## config.mk

```make
export PLATFORM = sky130hd
export DESIGN_NAME = eirq_latch
export DESIGN_NICKNAME = d
export VERILOG_FILES = /design/src/inc/eirq_pkg.sv /design/src/inc/eirq_opt_if.sv /design/src/logic/eirq_opt_store.sv /design/src/logic/eirq_latch.sv
export SDC_FILE = /design/constraint.sdc
export NUM_CORES = 1
export LEC_CHECK = 0
export ABC_AREA = 1
export BUFFER_PORTS_ARGS = -buffer_cell sky130_fd_sc_hd__clkbuf_2
export CAP_MARGIN = 5
export CORE_ASPECT_RATIO = 0.8
export CORE_MARGIN = 10
export CORE_UTILIZATION = 35
export CTS_BUF_LIST = sky130_fd_sc_hd__clkbuf_8
export CTS_CLUSTER_SIZE = 10
export DETAILED_ROUTE_END_ITERATION = 6
export PLACE_DENSITY_LB_ADDON = 0.3
export SLEW_MARGIN = 20
export SYNTH_ARGS = -nofsm -noshare
export SYNTH_HDL_FRONTEND = slang
export SYNTH_SLANG_ARGS = --single-unit
```

## constraint.sdc

```tcl
create_clock -name clk_i -period 1 [get_ports clk_i]
set_clock_uncertainty 0.2 [all_clocks]
set_input_delay 0.15 -clock clk_i [delete_from_list [all_inputs] [get_ports clk_i]]
set_output_delay 0.15 -clock clk_i [all_outputs]
set_load 0.01 [all_outputs]
```

## src/inc/eirq_pkg.sv

```systemverilog
// Package for the external request latch: option layout, timing, states.
// Assumes a 50 MHz core clock.
package eirq_pkg;
	localparam int CLK_MHZ = 50;
	// Least low time on the request pin, in ns
	localparam int MIN_REQUEST_LOW_TIME_NS = 100;
	localparam int MIN_LOW_CYC_RAW = (MIN_REQUEST_LOW_TIME_NS * CLK_MHZ + 999) / 1000;
	localparam int MIN_LOW_CYCLES = (MIN_LOW_CYC_RAW < 1) ? 1 : MIN_LOW_CYC_RAW;
	localparam int CNT_W = 8;
	// Option store: five bits holding four options
	localparam int OPT_W = 5;
	localparam int OPT_STOP_EN_BIT = 0;
	localparam int OPT_LEVEL_BIT = 1;
	localparam int OPT_WDOG_EN_BIT = 2;
	localparam int OPT_RATE_LSB = 3;
	localparam int OPT_RATE_W = 2;
	localparam logic [OPT_W-1:0] OPT_RESET_VAL = 5'h00;
	localparam logic [CNT_W-1:0] CNT_RESET_VAL = 8'h00;

	typedef enum logic [1:0] {EIRQ_RUN, EIRQ_ENTRY} eirq_state_t;
endpackage : eirq_pkg

```

## src/inc/eirq_opt_if.sv

```systemverilog
// Carries the decoded option store fields between the latch and the store.
`timescale 1ns/100ps
interface eirq_opt_if;
	logic level_sense;
	logic stop_en;
	logic wdog_en;
	logic [1:0] rate;
	modport store (output level_sense, output stop_en, output wdog_en, output rate);
	modport user (input level_sense, input stop_en, input wdog_en, input rate);
endinterface : eirq_opt_if

```

## src/logic/eirq_opt_store.sv

```systemverilog
// Option store: holds the five nonvolatile bits, resampled on every clock outside reset.
// Assumes the nonvolatile cells present a steady value on opt_bits_i.
`timescale 1ns/100ps
module eirq_opt_store
	import eirq_pkg::*;
(
	// Clock and reset
	input wire logic clk_i,
	input wire logic rst_i,
	// Raw cells
	input wire logic [OPT_W-1:0] opt_bits_i,
	// Decoded options
	eirq_opt_if.store opt
);
	typedef struct packed {
		logic [OPT_W-1:0] bits;
	} eirq_store_st_t;
	eirq_store_st_t s_q, s_d;

	always_comb
	begin
		s_d = s_q;
		// Cells sampled by the clock, never by the reset itself
		if (!rst_i)
			s_d.bits = opt_bits_i;
	end

	always_ff @(posedge clk_i)
	begin
		if (rst_i)
			s_q <= '{bits: OPT_RESET_VAL};
		else
			s_q <= s_d;
	end

	assign opt.stop_en = s_q.bits[OPT_STOP_EN_BIT];
	assign opt.level_sense = s_q.bits[OPT_LEVEL_BIT];
	assign opt.wdog_en = s_q.bits[OPT_WDOG_EN_BIT];
	assign opt.rate = s_q.bits[OPT_RATE_LSB +: OPT_RATE_W];
endmodule : eirq_opt_store

```

## src/logic/eirq_latch.sv

```systemverilog
// External interrupt request latch with edge or edge-and-level sensing.
// Assumes core gives instruction-done pulses and the mask flag on clk_i.
`timescale 1ns/100ps
// Functional notes
// - Pin low long enough sets request latch
// - Latch tested only at instruction completion
// - Pending and unmasked starts interrupt entry
// - Sensitivity: falling edge, or edge plus level
// - Options come from five-bit option store
// - Reset returns logic to known state
module eirq_latch
	import eirq_pkg::*;
(
	// Clock and reset
	input wire logic clk_i,
	input wire logic rst_i,
	// Request pin, active low
	input wire logic req_n_i,
	// Option store cells
	input wire logic [OPT_W-1:0] opt_bits_i,
	// Core handshake
	input wire logic instr_done_i,
	input wire logic irq_mask_i,
	// Results
	output logic pending_o,
	output logic entry_o,
	output logic stop_en_o,
	output logic wdog_en_o,
	output logic [1:0] rate_o
);
	typedef struct packed {
		logic sync1;
		logic sync2;
		logic low_q;
		logic armed;
		logic [CNT_W-1:0] low_cnt;
		logic pending;
		logic entry;
		logic stop_en;
		logic wdog_en;
		logic [1:0] rate;
		eirq_state_t st;
	} eirq_st_t;
	eirq_st_t s_q, s_d;
	eirq_opt_if opt ();

	eirq_opt_store u_store (
		.clk_i(clk_i),
		.rst_i(rst_i),
		.opt_bits_i(opt_bits_i),
		.opt(opt)
	);

	always_comb
	begin
		logic qualified;
		logic take;
		qualified = 1'b0;
		take = 1'b0;
		s_d = s_q;
		s_d.sync1 = req_n_i;
		s_d.sync2 = s_q.sync1;
		s_d.entry = 1'b0;
		// Low-time filter rejects glitches shorter than the minimum
		if (s_q.sync2)
		begin
			s_d.low_cnt = CNT_RESET_VAL;
			s_d.low_q = 1'b0;
			s_d.armed = 1'b1;
		end
		else if (s_q.low_cnt < CNT_W'(MIN_LOW_CYCLES - 1))
			s_d.low_cnt = s_q.low_cnt + 1'b1;
		else
			s_d.low_q = 1'b1;
		if (s_d.low_q && !s_q.low_q && s_q.armed)
		begin
			qualified = 1'b1;
			s_d.armed = 1'b0;
		end
		// Level mode keeps requesting while the line stays low
		if (opt.level_sense && s_q.low_q)
			qualified = 1'b1;
		case (s_q.st)
			EIRQ_RUN:
			begin
				if (instr_done_i && s_q.pending && !irq_mask_i)
					take = 1'b1;
			end
			EIRQ_ENTRY:
				s_d.st = EIRQ_RUN;
			default:
				s_d.st = EIRQ_RUN;
		endcase
		if (take)
		begin
			s_d.entry = 1'b1;
			s_d.st = EIRQ_ENTRY;
		end
		// A new request in the take cycle survives the clear
		if (qualified)
			s_d.pending = 1'b1;
		else if (take)
			s_d.pending = 1'b0;
		s_d.stop_en = opt.stop_en;
		s_d.wdog_en = opt.wdog_en;
		s_d.rate = opt.rate;
	end

	always_ff @(posedge clk_i)
	begin
		if (rst_i)
		begin
			s_q <= '{sync1: 1'b1, sync2: 1'b1, low_q: 1'b0, armed: 1'b0,
				low_cnt: CNT_RESET_VAL, pending: 1'b0, entry: 1'b0,
				stop_en: 1'b0, wdog_en: 1'b0, rate: 2'h0, st: EIRQ_RUN};
		end
		else
			s_q <= s_d;
	end

	assign pending_o = s_q.pending;
	assign entry_o = s_q.entry;
	assign stop_en_o = s_q.stop_en;
	assign wdog_en_o = s_q.wdog_en;
	assign rate_o = s_q.rate;
endmodule : eirq_latch

```

Word level (Yosys, flattened, before mapping)
Cells that the tools add are included.
Widths: inputs -> output; s select.
{ "classes": {"mux": 11, "n_lt_le_gt_ge": 1, "eq_ne": 1, "reduce_logical": 11, "n_addsub": 1} }
{ "ops": {"columns": ["operator", "count"], "rows": [
  ["$mux 1", 11],
  ["$add 8x1->8 const B", 1],
  ["$lt 8x3->1 const B", 1],
  ["$logic_and 1x1->1", 5],
  ["$reduce_or 2->1", 2],
  ["$logic_not 1->1", 2],
  ["$logic_not 2->1", 1],
  ["$ne 2x2->1 const B", 1],
  ["$reduce_bool 2->1", 1]
]} }
{ "word_totals": {"output_inout_bits": 6, "input_bits": 10, "ff_bits": 24} }

Longest topological paths before layout
Gate-level depths: netlist of run 1.
{ "logic_depth": {"ltp_word": 8, "ltp_mapped": 5, "depth_no_buf": 5} }

Hierarchy
Synthesis of run 1 repeated with hierarchy kept, for this count alone.
{ "unflattened": {"hier_cells": 90, "hier_area_um2": 795.8} }
{ "by_module_without_submodules": {"columns": ["module", "cells_each", "n_inst", "area_per_inst_um2"], "rows": [
  ["eirq_latch", 75, 1, 658.1],
  ["eirq_opt_store", 15, 1, 137.6]
]} }

Worst setup path before layout of run 1
OpenSTA, ideal clock, no wires.
{ "synth_timing": {"kind": "flip-flop to flip-flop", "startpoint": "register s_q, in the netlist pending_o", "endpoint": "register s_q, in the netlist pending_o", "arrival_ps": 712, "setup_time_ps": 120, "stages_incl_launch_ff": 6, "slack_ps": -31, "period_less_slack_ps": 1031, "n_path_buf": 0, "required_ps": 680, "path_cell_list": "dfxtp_1 -> nand2_1 -> inv_1 -> nand2_1 -> a21oi_1 -> a21oi_1"} }
{ "synth_via": {"elab_chain_len": 5} }
{ "synth_rtl": {"columns": ["item", "line", "source"], "rows": [
  ["start: declaration", "eirq_latch.sv:44", "eirq_st_t s_q, s_d;"],
  ["start signal: assignment", "eirq_latch.sv:113", "s_q <= '{sync1: 1'b1, sync2: 1'b1, low_q: 1'b0, armed: 1'b0,"],
  ["$logic_and 1x1->1 (2 in a row)", "eirq_latch.sv:86", "if (instr_done_i && s_q.pending && !irq_mask_i)"],
  ["$mux 1", "eirq_latch.sv:86", null],
  ["$mux 1", "eirq_latch.sv:83", "case (s_q.st)"],
  ["$reduce_bool 2->1 (no source line)", null, null]
]} }
No other way between the ends.
A chain may end at the register's enable or synchronous reset.

Worst setup path in the final report of run 1
{ "layout_timing": {"startpoint": "register s_q[15] (netlist bit)", "endpoint": "register s_q[8] (netlist bit)"} }
{ "layout_via": {"elab_chain_len": 1} }
{ "layout_rtl": {"columns": ["item", "line", "source"], "rows": [
  ["$lt 8x3->1", "eirq_latch.sv:71", "else if (s_q.low_cnt < CNT_W'(MIN_LOW_CYCLES - 1))"]
]} }
No other way between the ends.

==> results of run 1 <==
==> synthesized netlist by cell type (2+ instances only) <==
cell / count
buf_4: 2
nand2_1: 5
inv_1: 18
nor2_4: 3
nand4_1: 3
nor2_1: 21
or2_1: 2
dfxtp_1: 24
nor3b_2: 2
a21oi_1: 5
==> worst max-delay path by stage <==
stage | from | endpoint | slack [ns]
CTS | pending_o$_SDFFE_PP0P_ | pending_o | -0.1
detailed placement | s_q[11]$_SDFFE_PP0N_ | s_q[16]$_SDFFE_PP0P_ | -0.06
floorplan | s_q[8]$_SDFFE_PP0N_ | s_q[9]$_SDFFE_PP0N_ | -0.02
global placement | s_q[9]$_SDFFE_PP0N_ | s_q[9]$_SDFFE_PP0N_ | -0.07
finish | s_q[15]$_SDFFE_PP0N_ | s_q[8]$_SDFFE_PP0N_ | -0.08
global route | s_q[13]$_SDFFE_PP0N_ | s_q[16]$_SDFFE_PP0P_ | -0.17
==> state kept, by name (all words and copies together), names as in the netlist <==
name,count
entry_o,1
pending_o,1
rate_o,2
s_d,1
s_q,12
stop_en_o,1
u_store.s_q,5
wdog_en_o,1
==> area by class of cell <==
class / instances / area share (%)
Clock buffer: 3 / 3.59
Inverter: 19 / 6.21
Timing Repair Buffer: 26 / 17.3
Sequential cell: 24 / 42.8
Multi-Input combinational cell: 44 / 24.7
Clock inverter: 1 / 2.61
Tap cell: 25 / 2.72
==> per-stage QoR <==
stage	setup WS, ns	utilization, %	instance area, um2	std cells
6_report	-0.0824	52.3	1150	142
5_1_grt	-0.165	52.3	1150	142
4_1_cts	-0.0994	48.5	1060	140
3_5_place_dp	-0.0634	42.7	938	131
3_3_place_gp	-0.0673	42.7	938	131
2_1_floorplan	-0.0193	-	822	90
==> cells by family after synthesis <==
logic type / after synthesis
AOI/OAI and AO/OA: 5
adders and majority gates: 1
buffers and inverters: 22
DFF: 24
and+or+nand+nor: 38
==> per-layer routing <==
metal,global-route usage (%),vias up
li1,-,319
met1,6.09,257
met2,11.0,10
met3,3.29,2
met4,2.79,0
met5,0,-
==> power by group through the flow <==
| stage | logic [mW] | clock network (mW) | registers (mW) |
|---|---|---|---|
| 2_1_floorplan | 0.0370 | 0 | 1.01 |
| 6_report | 0.0946 | 0.825 | 0.989 |
| 3_5_place_dp | 0.0718 | 0 | 1.01 |
| 4_1_cts | 0.0871 | 0.854 | 0.987 |
| 5_1_grt | 0.108 | 0.896 | 0.992 |
| 3_3_place_gp | 0.0699 | 0 | 1.01 |
==> worst max-delay path, delay by kind of cell, from the launching register on <==
family,cells,cell delay [ns]
buf+inv,1,0.13
flops,1,0.34
simple gates,2,0.22
compound gates,1,0.13
==> repair_timing <==
action / in CTS / in global routing
pin swaps: 3 / 6
endpoints found under the setup margin: 12 / 14
gates resized for setup: 4 / 24
buffers inserted: 0 / 2
endpoints found under the hold margin: 9 / 3
==> out/metrics.csv, run 1 <==
stage,metric,value,unit
finish,final_common_cell,nor2_1,
floorplanning,rows,15,
sta,drv_slew,0,
finish,drive_gt1_share,41.0,%
place,io_buffers,15,
floorplanning,fp.dieW,74.1,um
power_and_ir_drop,combPwrFrac,5.0,%
synth,synth_top_cell_by_area,dfxtp_1,
sta,finalCritPeriodShare,108,%
power_and_ir_drop,seqPwrFrac,51.8,%
finish,ff_latch_area,492,um2
min_path,worstHoldPathType,in2reg,
global_routing,antenna_found_initial,0,
global_routing,track_usage,6.36,%
synth,netlist_area,821,um2
sta,finalHoldViolations,3,
floorplanning,initial_core_util,37.4,%
power_and_ir_drop,sw_frac_of_total,17.8,%
place,gp_congestion,0.712,
outcome,failed_checks,"hold timing, setup timing",
global_routing,grt_max_degree,15,
finish,diodes,0,
critical_path,critPathLaunchType,flop,
drt,routedWlPerCell,9.32,um
clock_tree,insertion_delay,0.26,ns
clock_tree,clkTransAtPathRegs,0.08,ns
critical_path,cp_max_fo,4,
critical_path,crit_slowest_cell,dfxtp_2,
floorplanning,coreArea,2200,um2
floorplanning,die-height,63.3,um
critical_path,rr_endpoint,s_q[8]$_SDFFE_PP0N_,
sta,relSlewSlack,87.8,%
drt,vias,588,
drt,drc,0,
critical_path,crit_chain,nor2_4 -> buf_4 -> nand4_1 -> a21oi_1,
synth,synth-xor-area-share,0,%
finish,multi_input_area,284,um2
synth,synthAdderAreaFrac,1.52,%
synth,synth_mux_area_share,0,%
sta,setup_viol,12,
synth,synth_edf_count,0,
synth,synthSimpleGateAreaFrac,25.8,%
sta,worst_pin_slew,0.183,ns
finish,fill_cells,206,
critical_path,timing.rr.start,s_q[15]$_SDFFE_PP0N_,
synth,syn_avg_cell_area,9.12,um2
drt,highest_layer,met4,
finish,fin_nets,129,
synth,ys.flop_type,dfxtp_1,
place,dp_hpwl,959,um
synth,async_flop_share,0,%
clock_tree,clock_sinks,24,
synth,synth_top_family_by_area,simple AND/OR/NAND/NOR gates,
critical_path,required,1.00,ns
power_and_ir_drop,internal_power,1.57,mW
critical_path,cpPeakStageDelay,0.34,ns
global_routing,first_global_vias,583,
min_path,worstHoldStart,req_n_i,
critical_path,criticalPathCategory,reg2reg,
clock_tree,root_buffer,clkbuf_8,
synth,yosysWarnings,0,
critical_path,setup.worst_path.end_class,flop,
clock_tree,cts_max_level,1,
power_and_ir_drop,fin_total_pwr,1.91,mW
critical_path,r2r_cells,4,
power_and_ir_drop,power.density,1660,nW/um2
critical_path,r2r_slack,-0.08,ns
drt,totalWireLength,1320,um
drt,first_pass_iters,4,
drt,postRouteAntennaNets,0,
power_and_ir_drop,p_leak,0.533,nW
synth,synth_cells,90,
critical_path,worstPathArrival,1.08,ns
drt,met2_length,663,um
drt,wl_met1,559,um
synth,syn_nets,101,
outcome,status,"finished, violations left",
global_routing,grt_overflow,0,
synth,synth_compound_area_share,3.05,%
synth,yosysUniqueCellTypes,15,
power_and_ir_drop,switchingPower,339,uW
drt,wl_met3,82,um
sta,hold_ws,-0.139,ns
floorplanning,io_pins,16,
sta,fmax,924,MHz
drt,via_per_inst,4.14,
clock_tree,cts_buffer_depth,2,
finish,final_cell_mix,"19 x nor2_1, 18 x inv_1, 15 x dfxtp_1",
synth,synth_top_area_share,58.5,%
clock_tree,cts_tree,done,
synth,seq_area_frac_synth,58.5,%
power_and_ir_drop,vdd_ir_drop_max,1.07,mV
floorplanning,die_area,4690,um2
clock_tree,cts_buffers,3,
min_path,hold_path_depth,2,
sta,worst_slack,-0.0824,ns
drt,drt_iter0_markers,14,
finish,areaGrowthSynthToFinish,39.9,%
clock_tree,cts_hold_buffers,5,
sta,grt_setup_unrepaired,yes,
sta,period_needed,1.08,ns
job,drv_cap,0,
synth,ys_ff_latch,24,
sta,fin_setup_tns,-0.621,ns
min_path,min_to,s_d[18]$_SDFF_PP1_,
power_and_ir_drop,clkPwrFrac,43.2,%
synth,synthTopCellsByArea,"dfxtp_1 59%, nor2_1 9.6%, inv_1 8.2%, nor2_4 4.1%, a21oi_1 3.0%",
global_routing,grt_pass1_wl,2380,um
(Power assumes the default switching activity.)
==> run 2, diff against run 1 <==
Settings changed: SKIP_LAST_GASP set to 1.
==> out/metrics.csv, run 2 (same netlist as run 1, synthesis figures left out) <==
stage,metric,value,unit
drt,totalWireLength,1320,um
power_and_ir_drop,power.density,1660,nW/um2
outcome,status,"finished, violations left",
global_routing,track_usage,6.36,%
finish,fill_cells,206,
finish,final_cell_mix,"19 x nor2_1, 18 x inv_1, 16 x dfxtp_1",
place,gp_congestion,0.712,
sta,finalCritPeriodShare,108,%
finish,regMostFlops,s_q,
drt,postRouteAntennaNets,0,
clock_tree,clock_sinks,24,
drt,drc,0,
critical_path,setup.worst_path.end_class,flop,
outcome,failed_checks,"hold timing, setup timing",
finish,areaGrowthSynthToFinish,39.8,%
clock_tree,root_buffer,clkbuf_8,
min_path,worstHoldPathType,in2reg,
floorplanning,initial_core_util,37.4,%
sta,finalHoldViolations,3,
drt,first_pass_iters,4,
place,dp_hpwl,959,um
clock_tree,cts_hold_buffers,5,
finish,fin_nets,129,
sta,hold_ws,-0.139,ns
critical_path,criticalPathCategory,reg2reg,
drt,drt_iter0_markers,14,
sta,fmax,924,MHz
finish,drive_gt1_share,40.2,%
finish,diodes,0,
floorplanning,fp.dieW,74.1,um
global_routing,antenna_found_initial,0,
finish,final_common_cell,nor2_1,
sta,worst_slack,-0.0824,ns
place,dp_slack,-0.0634,ns
global_routing,first_global_vias,583,
sta,setup_viol,12,
floorplanning,die_area,4690,um2
floorplanning,coreArea,2200,um2
global_routing,grt_pass1_wl,2380,um
drt,routedWlPerCell,9.32,um
critical_path,cp_max_fo,4,
sta,worst_pin_slew,0.183,ns
power_and_ir_drop,p_leak,0.533,nW
power_and_ir_drop,fin_total_pwr,1.91,mW
global_routing,grt_overflow,0,
clock_tree,cts_tree,done,
clock_tree,insertion_delay,0.26,ns
clock_tree,cts_max_level,1,
floorplanning,rows,15,
power_and_ir_drop,vdd_ir_drop_max,1.07,mV
job,drv_cap,0,
critical_path,required,1.00,ns
critical_path,critPathLaunchType,flop,
clock_tree,clkTransAtPathRegs,0.08,ns
finish,largest_reg_flops,12,
sta,period_needed,1.08,ns
place,io_buffers,15,
clock_tree,cts_buffer_depth,2,
drt,vias,588,
drt,via_per_inst,4.14,
sta,grt_setup_unrepaired,yes,
critical_path,worstPathArrival,1.08,ns
sta,drv_slew,0,
clock_tree,cts_buffers,3,
floorplanning,io_pins,16,
global_routing,grt_max_degree,15,
floorplanning,die-height,63.3,um
sta,relSlewSlack,87.8,%
## run 2: cell counts in the layout (fill, tap and decap cells not counted)
No cell type changed its count.
## run 2: layout make-up
| class | instances | area (um2) | share of cell area, % |
|---|---|---|---|
| clock buffer | 3 | 41.3 | 3.60 |
| sequential | 24 | 490 | 42.7 |
| multi-input combinational | 44 | 284 | 24.8 |
| tap | 25 | 31.3 | 2.73 |
| inverter | 19 | 71.3 | 6.22 |
| timing repair buffer | 26 | 199 | 17.3 |
| clock inverter | 1 | 30.0 | 2.62 |
## run 2: routing by layer
metal,global-route usage (%),routed length (um)
met5,0,0
met2,11.0,663
met1,6.09,559
met3,3.29,82
met4,2.79,19
## run 2: report_power, final
part / internal [mW] / switching (mW)
sequential: 0.980 / 0.00882
combinational: 0.0547 / 0.0399
clock: 0.535 / 0.291
total: 1.57 / 0.340
## run 2: worst paths after layout
kind                              from              endpoint  slack (ns)  cells after the start
min                            req_n_i    s_d[18]$_SDFF_PP1_       -0.14                      2
max               s_q[15]$_SDFFE_PP0N_   s_q[8]$_SDFFE_PP0N_       -0.08                      4
max reg2reg       s_q[15]$_SDFFE_PP0N_   s_q[8]$_SDFFE_PP0N_       -0.08                      4
min reg2reg  u_store.s_q[2]$_SDFF_PP0_  wdog_en_o$_SDFF_PP0_        0.20                      2
## run 2: critical path, stage by stage (launching register included)
cell and delay, ns:
dfxtp_2 0.34, nor2_4 0.15, buf_4 0.13, nand4_1 0.07
a21oi_1 0.13
## run 2: repair_timing
action                                 4_1_cts  5_1_grt
endpoints found under the hold margin        9        3
pin swaps                                    3        6
gates resized for setup                      4       23
setup buffers                                0        2
setup endpoints to repair                   12       14
## run 2: per-stage QoR
step                TNS, ns  cell area [um2]  util [%]  std cells
floorplan           -0.0312              822         -         90
global placement     -0.167              938      42.7        131
detailed placement   -0.214              938      42.7        131
CTS                  -0.703             1060      48.5        140
global route          -1.39             1150      52.3        142
finish               -0.626             1150      52.3        142
==> run 3, diff against run 2 <==
Settings changed: SYNTH_HIERARCHICAL set to 1.
==> out/metrics.csv, run 3 <==
stage,metric,value,unit
sta,setup_viol,12,
drt,wl_met3,100,um
synth,synth_compound_area_share,3.14,%
synth,synth_cells,90,
finish,regMostFlops,s_q,
floorplanning,die_area,4590,um2
drt,highest_layer,met4,
finish,drive_gt1_share,40.3,%
floorplanning,io_pins,16,
clock_tree,cts_buffer_depth,2,
global_routing,grt_pass1_wl,2450,um
sta,worst_pin_slew,0.229,ns
clock_tree,cts_buffers,3,
clock_tree,clock_sinks,24,
synth,synth_edf_count,0,
power_and_ir_drop,vdd_ir_drop_max,1.07,mV
drt,totalWireLength,1390,um
sta,finalHoldViolations,1,
floorplanning,initial_core_util,36.9,%
job,drv_cap,0,
drt,wl_met1,609,um
finish,areaGrowthSynthToFinish,38.7,%
floorplanning,fp.dieW,73.3,um
sta,period_needed,1.13,ns
finish,fin_nets,131,
finish,final_cell_mix,"19 x nor2_1, 18 x inv_1, 16 x dfxtp_1",
sta,fin_setup_tns,-0.632,ns
synth,synth_top_cell_by_area,dfxtp_1,
global_routing,first_global_vias,577,
synth,synthTopCellsByArea,"dfxtp_1 60%, nor2_1 9.9%, inv_1 8.5%, a21oi_1 3.1%, nand2_1 2.8%",
synth,synth-xor-area-share,0,%
sta,grt_setup_unrepaired,yes,
place,dp_hpwl,969,um
clock_tree,insertion_delay,0.26,ns
floorplanning,rows,15,
synth,synth_most_common_cell,dfxtp_1,
clock_tree,root_buffer,clkbuf_8,
finish,final_common_cell,nor2_1,
synth,ys_ff_latch,24,
global_routing,grt_max_degree,14,
power_and_ir_drop,p_leak,0.508,nW
power_and_ir_drop,fin_total_pwr,1.72,mW
sta,worst_slack,-0.134,ns
clock_tree,cts_max_level,1,
synth,synth_top_family_by_area,simple AND/OR/NAND/NOR gates,
min_path,worstHoldPathType,in2reg,
sta,fmax,882,MHz
drt,routedWlPerCell,9.66,um
sta,relSlewSlack,84.7,%
synth,yosysUniqueCellTypes,16,
drt,vias,582,
synth,netlist_area,796,um2
power_and_ir_drop,power.density,1560,nW/um2
critical_path,cp_max_fo,3,
synth,synth_top_area_share,60.4,%
drt,drt_iter0_markers,10,
sta,hold_ws,-0.134,ns
sta,finalCritPeriodShare,113,%
clock_tree,cts_tree,done,
drt,postRouteAntennaNets,0,
critical_path,setup.worst_path.end_class,flop,
global_routing,grt_overflow,0,
critical_path,criticalPathCategory,reg2reg,
drt,first_pass_iters,2,
global_routing,track_usage,6.56,%
finish,final_cell_area,1100,um2
synth,syn_avg_cell_area,8.84,um2
clock_tree,clkTransAtPathRegs,0.08,ns
critical_path,critPathLaunchType,flop,
synth,synthSimpleGateAreaFrac,23.4,%
global_routing,antenna_found_initial,0,
synth,synthAdderAreaFrac,1.57,%
synth,synth_commonest_cells,"24 x dfxtp_1, 21 x nor2_1, 18 x inv_1",
critical_path,required,0.96,ns
outcome,status,"finished, violations left",
synth,seq_area_frac_synth,60.4,%
synth,ys.flop_type,dfxtp_1,
finish,fin_util,51.1,%
sta,drv_slew,0,
finish,diodes,0,
critical_path,worstPathArrival,1.09,ns
synth,synth_mux_area_share,0,%
place,gp_congestion,0.723,
drt,drc,0,
synth,syn_nets,101,
drt,via_per_inst,4.04,
synth,async_flop_share,0,%
place,io_buffers,15,
clock_tree,cts_hold_buffers,5,
finish,largest_reg_flops,12,
floorplanning,die-height,62.7,um
drt,met2_length,667,um
place,place_area,941,um2
synth,yosysWarnings,6,
floorplanning,coreArea,2160,um2
outcome,failed_checks,"hold timing, setup timing",
## run 3: changes by cell type after synthesis, sizes merged
cell    previous run  this run
clkinv             0         1
inv               19        18
## run 3: path summary, 6_finish.rpt
path	start	to	slack, ns	depth (start not counted)
worst min register to register	u_store/s_q[3]$_SDFF_PP0_	rate_o[0]$_SDFF_PP0_	0.21	2
worst max-delay path	s_q[18]$_SDFF_PP1_	s_q[16]$_SDFFE_PP0P_	-0.13	3
worst min-delay path	req_n_i	s_d[18]$_SDFF_PP1_	-0.13	2
worst max register to register	s_q[18]$_SDFF_PP1_	s_q[16]$_SDFFE_PP0P_	-0.13	3
## run 3: power breakdown
group	leakage [nW]	total [mW]	internal, mW	switching, mW
clock network	0.0288	0.633	0.351	0.282
logic	0.280	0.0967	0.0554	0.0413
registers	0.199	0.987	0.980	0.00784
## run 3: final cells by class
type	count	area, um2
Clock buffer	4	55.1
Fill cell	215	1050
Inverter	19	72.6
Multi-Input combinational cell	44	263
Sequential cell	24	490
Tap cell	25	31.3
Timing Repair Buffer	27	188
Timing Repair inverter	1	3.75
## run 3: timing repair
action / in CTS / in global routing
endpoints found under the hold margin: 6 / 1
endpoints found under the setup margin: 17 / 18
setup buffers: 1 / 0
gates cloned: 0 / 1
pin swaps: 7 / 3
gates resized for setup: 8 / 13
## run 3: layer usage
layer / GRT usage, % / up-vias
met3: 3.65 / 2
met4: 2.09 / 0
met2: 10.2 / 11
li1: - / 322
met1: 7.39 / 247
met5: 0 / -
## run 3: kinds of logic after synthesis
logic type                 after synthesis
DFF                                     24
and+or+nand+nor                         38
buffers and inverters                   22
adders and majority gates                1
AOI/OAI and AO/OA                        5
## run 3: through the flow
step	std cells	setup WS, ns
final	144	-0.134
after global routing	144	-0.167
after CTS	143	-0.110
after detailed placement	133	-0.110
after global placement	133	-0.0954
after floorplan	90	-0.0199
## run 3: worst max-delay path: stages, from the launching register on
cell and delay (ns):
dfxtp_2 0.34, nor3b_1 0.24, nand2_2 0.09, nor3b_2 0.15
